File: src/shared/bus_cycle_pkg.sv
package bus_cycle_pkg;
   localparam logic [2:0] CYC_MEM_WRITE = 3'h1;
   localparam logic [2:0] CYC_MEM_READ  = 3'h2;
   localparam logic [2:0] CYC_IO_WRITE  = 3'h5;
   localparam logic [2:0] CYC_IO_READ   = 3'h6;
   localparam logic [2:0] CYC_FETCH     = 3'h3;
   localparam logic [2:0] CYC_INTA      = 3'h7;
   localparam logic [2:0] CYC_HALT      = 3'h0;
   localparam logic [7:0] DATA_RESET    = 8'h00;
   localparam logic [15:0] ADDR_RESET   = 16'h0000;
   typedef enum logic [2:0] {
      ST_IDLE, ST_T1, ST_T2, ST_TW, ST_T3, ST_HOLD, ST_HALT, ST_RESUME
   } bus_state_e;
endpackage

File: src/rtl/sync2.sv
`timescale 1ns/10ps
module sync2 (
   input  wire logic sys_clk_in,
   input  wire logic rstn_in,
   input  wire logic async_in,
   output logic      sync_out
);
   logic meta_q;
   logic meta_d;
   logic sync_q;
   logic sync_d;
   always_comb begin
      meta_d = async_in;
      sync_d = meta_q;
      if (!rstn_in) begin
         meta_d = 1'b0;
         sync_d = 1'b0;
      end
   end
   always_ff @(posedge sys_clk_in) begin
      meta_q <= meta_d;
      sync_q <= sync_d;
   end
   assign sync_out = sync_q;
endmodule // sync2

File: src/rtl/bus_master_cycle.sv
`timescale 1ns/10ps
module bus_master_cycle
   import bus_cycle_pkg::*;
(
   input  wire logic        sys_clk_in,
   input  wire logic        rstn_in,
   input  wire logic        req_valid_in,
   input  wire logic [2:0]  req_kind_in,
   input  wire logic [15:0] req_addr_in,
   input  wire logic [7:0]  req_wdata_in,
   input  wire logic        halt_in,
   output logic             req_ready_out,
   output logic             done_out,
   output logic [7:0]       rdata_out,
   input  wire logic [7:0]  shared_addr_data_in,
   output logic [7:0]       shared_addr_data_out,
   output logic             shared_addr_data_oe_out,
   output logic [7:0]       upper_address_out,
   output logic             upper_address_oe_out,
   output logic             addr_latch_out,
   output logic             io_mem_out,
   output logic             io_mem_oe_out,
   output logic             cycle_status_hi_out,
   output logic             cycle_status_lo_out,
   output logic             read_n_out,
   output logic             write_n_out,
   output logic             strobe_oe_out,
   input  wire logic        ready_in,
   input  wire logic        hold_req_in,
   output logic             hold_acknowledge_out
);
   logic       ready_s;
   logic       hold_s;
   bus_state_e st_q, st_d;
   logic [2:0] kind_q, kind_d;
   logic [7:0] wd_q, wd_d;
   logic [7:0] rd_q, rd_d;
   logic       done_q, done_d;
   logic       rdy_q, rdy_d;
   logic [7:0] ad_q, ad_d;
   logic       ad_oe_q, ad_oe_d;
   logic [7:0] ua_q, ua_d;
   logic       ua_oe_q, ua_oe_d;
   logic       ale_q, ale_d;
   logic [2:0] stat_q, stat_d;
   logic       iom_oe_q, iom_oe_d;
   logic       rdn_q, rdn_d;
   logic       wrn_q, wrn_d;
   logic       stb_oe_q, stb_oe_d;
   logic       hold_acknowledge_q, hold_acknowledge_d;
   logic       is_write;

   sync2 u_ready (
      .sys_clk_in (sys_clk_in),
      .rstn_in    (rstn_in),
      .async_in   (ready_in),
      .sync_out   (ready_s)
   );
   sync2 u_hold (
      .sys_clk_in (sys_clk_in),
      .rstn_in    (rstn_in),
      .async_in   (hold_req_in),
      .sync_out   (hold_s)
   );

   assign is_write = (kind_q == CYC_MEM_WRITE) || (kind_q == CYC_IO_WRITE);

   always_comb begin
      st_d = st_q;
      kind_d = kind_q;
      wd_d = wd_q;
      rd_d = rd_q;
      done_d = 1'b0;
      rdy_d = 1'b0;
      ad_d = ad_q;
      ad_oe_d = 1'b0;
      ua_d = ua_q;
      ua_oe_d = ua_oe_q;
      ale_d = 1'b0;
      stat_d = stat_q;
      iom_oe_d = iom_oe_q;
      rdn_d = 1'b1;
      wrn_d = 1'b1;
      stb_oe_d = stb_oe_q;
      hold_acknowledge_d = hold_acknowledge_q;
      case (st_q)
         ST_IDLE: begin
            if (hold_s) begin
               hold_acknowledge_d = 1'b1;
               st_d = ST_HOLD;
            end else if (halt_in) begin
               st_d = ST_HALT;
            end else if (req_valid_in) begin
               kind_d = req_kind_in;
               wd_d = req_wdata_in;
               st_d = ST_T1;
               stat_d = req_kind_in;
               ua_d = req_addr_in[15:8];
               ad_d = req_addr_in[7:0];
               ad_oe_d = 1'b1;
               ale_d = 1'b1;
               ua_oe_d = 1'b1;
               iom_oe_d = 1'b1;
               stb_oe_d = 1'b1;
            end else begin
               rdy_d = 1'b1;
            end
         end
         ST_T1: begin
            st_d = ST_T2;
            ad_oe_d = is_write;
            ad_d = wd_q;
            rdn_d = is_write;
            wrn_d = !is_write;
         end
         ST_T2, ST_TW: begin
            ad_oe_d = is_write;
            rdn_d = is_write;
            wrn_d = !is_write;
            if (ready_s) begin
               st_d = ST_T3;
            end else begin
               st_d = ST_TW;
            end
            if (is_write && ready_s) begin
               wrn_d = 1'b1;
            end
            if (!is_write && ready_s) begin
               rd_d = shared_addr_data_in;
               rdn_d = 1'b1;
            end
         end
         ST_T3: begin
            ad_oe_d = 1'b0;
            done_d = 1'b1;
            st_d = ST_IDLE;
            rdy_d = !hold_s;
            if (hold_s) begin
               hold_acknowledge_d = 1'b1;
               st_d = ST_HOLD;
            end
         end
         ST_HOLD: begin
            ua_oe_d = 1'b0;
            iom_oe_d = 1'b0;
            stb_oe_d = 1'b0;
            if (!hold_s) begin
               hold_acknowledge_d = 1'b0;
               st_d = ST_RESUME;
            end
         end
         ST_RESUME: begin
            ua_oe_d = 1'b1;
            iom_oe_d = 1'b1;
            stb_oe_d = 1'b1;
            st_d = ST_IDLE;
            rdy_d = 1'b1;
         end
         ST_HALT: begin
            stat_d = CYC_HALT;
            ua_oe_d = 1'b0;
            iom_oe_d = 1'b0;
            stb_oe_d = 1'b0;
            if (hold_s) begin
               hold_acknowledge_d = 1'b1;
               st_d = ST_HOLD;
            end else if (!halt_in) begin
               st_d = ST_RESUME;
            end
         end
         default: st_d = ST_IDLE;
      endcase
      if (!rstn_in) begin
         st_d = ST_IDLE;
         kind_d = CYC_HALT;
         wd_d = DATA_RESET;
         rd_d = DATA_RESET;
         done_d = 1'b0;
         rdy_d = 1'b0;
         ad_d = DATA_RESET;
         ad_oe_d = 1'b0;
         ua_d = DATA_RESET;
         ua_oe_d = 1'b0;
         ale_d = 1'b0;
         stat_d = CYC_HALT;
         iom_oe_d = 1'b0;
         rdn_d = 1'b1;
         wrn_d = 1'b1;
         stb_oe_d = 1'b0;
         hold_acknowledge_d = 1'b0;
      end
   end

   always_ff @(posedge sys_clk_in) begin
      st_q <= st_d;
      kind_q <= kind_d;
      wd_q <= wd_d;
      rd_q <= rd_d;
      done_q <= done_d;
      rdy_q <= rdy_d;
      ad_q <= ad_d;
      ad_oe_q <= ad_oe_d;
      ua_q <= ua_d;
      ua_oe_q <= ua_oe_d;
      ale_q <= ale_d;
      stat_q <= stat_d;
      iom_oe_q <= iom_oe_d;
      rdn_q <= rdn_d;
      wrn_q <= wrn_d;
      stb_oe_q <= stb_oe_d;
      hold_acknowledge_q <= hold_acknowledge_d;
   end

   assign req_ready_out = rdy_q;
   assign done_out = done_q;
   assign rdata_out = rd_q;
   assign shared_addr_data_out = ad_q;
   assign shared_addr_data_oe_out = ad_oe_q;
   assign upper_address_out = ua_q;
   assign upper_address_oe_out = ua_oe_q;
   assign addr_latch_out = ale_q;
   assign io_mem_out = stat_q[2];
   assign io_mem_oe_out = iom_oe_q;
   assign cycle_status_hi_out = stat_q[1];
   assign cycle_status_lo_out = stat_q[0];
   assign read_n_out = rdn_q;
   assign write_n_out = wrn_q;
   assign strobe_oe_out = stb_oe_q;
   assign hold_acknowledge_out = hold_acknowledge_q;
endmodule // bus_master_cycle

File: config.mk
export PLATFORM = sky130hd
export DESIGN_NAME = bus_master_cycle
export DESIGN_NICKNAME = d
export VERILOG_FILES = /design/src/shared/bus_cycle_pkg.sv /design/src/rtl/sync2.sv /design/src/rtl/bus_master_cycle.sv
export SDC_FILE = /design/constraint.sdc
export NUM_CORES = 1
export LEC_CHECK = 0
export ABC_AREA = 1
export ABC_CLOCK_PERIOD_IN_PS = 1500
export BUFFER_PORTS_ARGS = -buffer_cell sky130_fd_sc_hd__buf_2
export CAP_MARGIN = 20
export CELL_PAD_IN_SITES_DETAIL_PLACEMENT = 1
export CELL_PAD_IN_SITES_GLOBAL_PLACEMENT = 1
export CORE_UTILIZATION = 36
export CTS_BUF_LIST = sky130_fd_sc_hd__clkbuf_8
export CTS_CLUSTER_DIAMETER = 150
export DETAILED_ROUTE_END_ITERATION = 12
export PLACE_DENSITY = 0.83
export SLEW_MARGIN = 30
export SYNTH_ARGS = -nofsm -noshare
export SYNTH_HDL_FRONTEND = slang
export SYNTH_SLANG_ARGS = --single-unit
File: constraint.sdc
create_clock -name sys_clk_in -period 1.5 [get_ports sys_clk_in]
set_input_delay 0.3 -clock sys_clk_in [delete_from_list [all_inputs] [get_ports sys_clk_in]]
set_output_delay 0.3 -clock sys_clk_in [all_outputs]
set_load 0.02 [all_outputs]
==> impl_metrics.prom <==
# TYPE chip_impl_metric gauge
chip_impl_metric{name="count_of_buffers_inserted_at_the_top_level_ports",unit=""} 77
chip_impl_metric{name="synth.avg_cell_area",unit="sq um"} 7.707
chip_impl_info{name="worst_hold_path.endpoint",value="u_hold.meta_q$_SDFF_PN0_"} 1
chip_impl_metric{name="timing.final.max_slew_violations",unit=""} 0
chip_impl_metric{name="finalHoldViolations",unit=""} 0
chip_impl_metric{name="post_route_cells_drive_above_1_share",unit=""} 0.3221
chip_impl_metric{name="synth-warning-count",unit=""} 0
chip_impl_metric{name="antenna_violating_nets_post_route",unit=""} 0
chip_impl_info{name="kind_of_path_behind_the_tightest_hold_check",value="in -> reg"} 1
chip_impl_metric{name="cts_setup_buffers",unit=""} 0
chip_impl_info{name="leading_cell_type_in_the_layout_fill_and_taps_excluded",value="sky130_fd_sc_hd__buf_2"} 1
chip_impl_info{name="hold_path_startpoint",value="hold_req_in"} 1
chip_impl_metric{name="timing.slew.headroom",unit=""} 0.6989
chip_impl_metric{name="vias_per_std_cell",unit=""} 4.841
chip_impl_metric{name="clk_latency",unit="ns"} 0.30
chip_impl_metric{name="cts.clk_slew.worst_paths",unit="ns"} 0.09
chip_impl_metric{name="synthesis.nets",unit=""} 316
chip_impl_metric{name="gpl.final_weighted_congestion",unit=""} 0.8570
chip_impl_metric{name="ir_drop",unit="uV"} 618.6
chip_impl_metric{name="clock_sink_count",unit=""} 52
chip_impl_metric{name="layout_worst_path_cycle_share",unit=""} 0.9595
chip_impl_metric{name="grt_usage",unit=""} 0.2003
chip_impl_metric{name="grt.overflow.total",unit=""} 0
chip_impl_metric{name="grt_pass1_vias",unit=""} 1980
chip_impl_metric{name="dpl-instance-area",unit="sq um"} 2590
chip_impl_info{name="cts.root.buffer_cell",value="sky130_fd_sc_hd__clkbuf_8"} 1
chip_impl_info{name="setup.worst_path.start_class",value="flip-flop"} 1
chip_impl_metric{name="largest_clock_skew_in_the_final_design",unit="ns"} 0.008761
chip_impl_metric{name="reg2reg_setup_slack",unit="ns"} 0.06
chip_impl_info{name="worstSetupPathType",value="reg -> reg"} 1
chip_impl_metric{name="worst-slew-pin-transition",unit="ns"} 0.4500
chip_impl_metric{name="ff2ff_path_depth",unit=""} 7
chip_impl_metric{name="first_pass_grt_wire_length",unit="mm"} 9.646
chip_impl_metric{name="io_pins",unit=""} 78
chip_impl_metric{name="remaining_drc_errors",unit=""} 0
chip_impl_metric{name="min_path_cells",unit=""} 3
chip_impl_metric{name="total_clock_buffers_created_by_cts",unit=""} 5
chip_impl_metric{name="hpwl",unit="mm"} 4.396
chip_impl_metric{name="antenna_violations_before_repair",unit=""} 0
chip_impl_metric{name="pleak",unit="nW"} 1.311
chip_impl_metric{name="synth_seq_area_share",unit=""} 0.4911
chip_impl_metric{name="dr.pass1.iters",unit=""} 4
chip_impl_info{name="tritoncts",value="done"} 1
chip_impl_metric{name="worstPathRequired",unit="ns"} 1.69
chip_impl_info{name="outcome",value="finished, final reports clean"} 1
chip_impl_metric{name="post_synth_num_cell_types",unit=""} 26
chip_impl_info{name="most-common-layout-cells",value="sky130_fd_sc_hd__buf_2, sky130_fd_sc_hd__dfxtp_1, sky130_fd_sc_hd__nand2_1"} 1
chip_impl_metric{name="syn_inst",unit=""} 275
chip_impl_metric{name="avgRoutedWirePerCell",unit="microns"} 14.14
chip_impl_metric{name="cts.path.max_buffers",unit=""} 2
chip_impl_metric{name="max_freq",unit="MHz"} 694.8
chip_impl_metric{name="design_power_total",unit="mW"} 4.861
chip_impl_metric{name="coreArea",unit="sq um"} 5574
chip_impl_metric{name="period_minus_slack",unit="ns"} 1.439
chip_impl_metric{name="horizontal_die_dimension",unit="microns"} 78.73
chip_impl_metric{name="drt_iter0_markers",unit=""} 87
chip_impl_metric{name="timing.critical_path.arrival",unit="ns"} 1.63
chip_impl_metric{name="diodes_inserted",unit=""} 0
chip_impl_metric{name="die_area",unit="sq um"} 6198
chip_impl_info{name="rr_endpoint",value="wd_q[0]$_SDFFE_PN0P_"} 1
chip_impl_metric{name="grt_max_degree",unit=""} 31
chip_impl_metric{name="syn_to_final_growth",unit="%"} 29.28
chip_impl_metric{name="drt_wl_total",unit="mm"} 6.064
chip_impl_info{name="rr_startpoint",value="st_q[1]$_SDFFE_PN0P_"} 1
chip_impl_metric{name="layout.cell_area.non_filler",unit="sq um"} 2740
chip_impl_info{name="timing_startpoint_of_the_critical_path",value="st_q[1]$_SDFFE_PN0P_"} 1
chip_impl_metric{name="initial_utilization",unit=""} 0.3802
chip_impl_metric{name="report.final.setup_viol",unit=""} 0
chip_impl_metric{name="num_vias",unit=""} 2077
chip_impl_metric{name="die_h",unit="microns"} 78.73
chip_impl_metric{name="final_net_count",unit=""} 397
chip_impl_metric{name="syn_area",unit="sq um"} 2120
chip_impl_metric{name="std_cell_rows",unit=""} 27
chip_impl_metric{name="h-tree-depth",unit=""} 2
chip_impl_info{name="cp-end-kind",value="flip-flop"} 1
chip_impl_metric{name="power_density",unit="nW/um^2"} 1774
chip_impl_metric{name="max_fanout_on_critical_path",unit=""} 22
chip_impl_metric{name="maxCapViolCount",unit=""} 0
chip_impl_metric{name="post_synthesis_sequential_element_count",unit=""} 52
chip_impl_info{name="unrepaired_setup_endpoints_after_global_routing",value="yes"} 1
chip_impl_metric{name="utilization",unit=""} 0.4916
[state kept, by name, indices dropped and copies added (netlist names), 2 cells and up]
name	cells
stat_q	3
shared_addr_data_out	8
kind_q	2
wd_q	8
rdata_out	8
st_q	3
upper_address_out	8
[synth_stat cells]
cell type	number	share of area
sky130_fd_sc_hd__nand3_1	22	0.052
sky130_fd_sc_hd__o21ai_0	19	0.045
sky130_fd_sc_hd__a31oi_1	1	0.0030
sky130_fd_sc_hd__nand2_4	2	0.011
sky130_fd_sc_hd__nor4_1	1	0.0030
sky130_fd_sc_hd__o21ai_1	14	0.033
sky130_fd_sc_hd__nor3_4	1	0.0077
sky130_fd_sc_hd__nand2_1	40	0.071
sky130_fd_sc_hd__clkinv_1	1	0.0018
sky130_fd_sc_hd__nor3_1	4	0.0094
sky130_fd_sc_hd__clkbuf_1	4	0.0071
sky130_fd_sc_hd__nor3_2	1	0.0047
sky130_fd_sc_hd__nor2_8	1	0.0094
sky130_fd_sc_hd__buf_2	3	0.0071
sky130_fd_sc_hd__buf_4	5	0.018
sky130_fd_sc_hd__a21oi_1	36	0.085
sky130_fd_sc_hd__dfxtp_1	52	0.49
sky130_fd_sc_hd__clkbuf_2	1	0.0024
sky130_fd_sc_hd__inv_2	4	0.0071
sky130_fd_sc_hd__nor2_1	36	0.064
sky130_fd_sc_hd__nand2_2	3	0.0089
sky130_fd_sc_hd__buf_6	2	0.011
sky130_fd_sc_hd__o21ai_2	1	0.0041
sky130_fd_sc_hd__nand4_1	1	0.0030
sky130_fd_sc_hd__nand3_4	1	0.0083
sky130_fd_sc_hd__inv_1	19	0.034
[cell families after synthesis]
family                 synth area share
buffers and inverters           0.08736
AOI/OAI and AO/OA                0.1700
DFF                              0.4911
and+or+nand+nor                  0.2515
[per-layer routing]
layer / vias up / track usage / share of wire
met5: - / 0 / 0
met4: 0 / 0.05556 / 0.0096
met3: 4 / 0.04713 / 0.036
met2: 41 / 0.3296 / 0.49
met1: 971 / 0.2611 / 0.47
li1: 1061 / - / -
[final cells by class]
type                            count  area [sq um]
Sequential cell                    52          1044
Tap cell                           72         90.09
Inverter                           24         90.09
Clock inverter                      1         30.03
Clock buffer                        7         96.34
Multi-Input combinational cell    184         914.6
Timing Repair Buffer               89         475.5
Fill cell                         738          2834
[worst max path at each step]
stage / to / slack (ns) / depth (start not counted)
floorplan: rdata_out[0]$_SDFFE_PN0P_ / 0.26 / 7
global placement: shared_addr_data_out[0]$_SDFFE_PN0P_ / 0.13 / 6
detailed placement: shared_addr_data_out[0]$_SDFFE_PN0P_ / 0.03 / 6
CTS: shared_addr_data_out[0]$_SDFFE_PN0P_ / 0.01 / 6
global route: wd_q[0]$_SDFFE_PN0P_ / -0.03 / 7
finish: wd_q[0]$_SDFFE_PN0P_ / 0.06 / 7
[stage by stage]
step	setup TNS [ns]	hold WS, ns	cells	worst slack (ns)
2_1_floorplan	0	0.3905	275	0.2604
3_3_place_gp	0	0.3955	421	0.1265
3_5_place_dp	0	0.4048	421	0.03094
4_1_cts	0	0.1709	429	0.01399
5_1_grt	-0.07846	0.1792	429	-0.03188
6_report	0	0.1780	429	0.06080
[what timing repair did]
action,4_1_cts,5_1_grt
resized for setup,0,6
hold buffers,0,0
setup endpoints to repair,0,12
[critical path: stages (launching register included)]
cell	delay [ns]
sky130_fd_sc_hd__dfxtp_1	0.35
sky130_fd_sc_hd__inv_2	0.16
sky130_fd_sc_hd__nand2_4	0.11
sky130_fd_sc_hd__nor2_8	0.14
sky130_fd_sc_hd__nand2_2	0.07
sky130_fd_sc_hd__buf_4	0.21
sky130_fd_sc_hd__o21ai_0	0.23
sky130_fd_sc_hd__a21oi_1	0.06
[report_power, final]
part	internal, mW	switching, mW
logic	0.691	1.34
registers	1.63	0.160
clock network	0.589	0.451
Power figures use the tool's default switching activity.
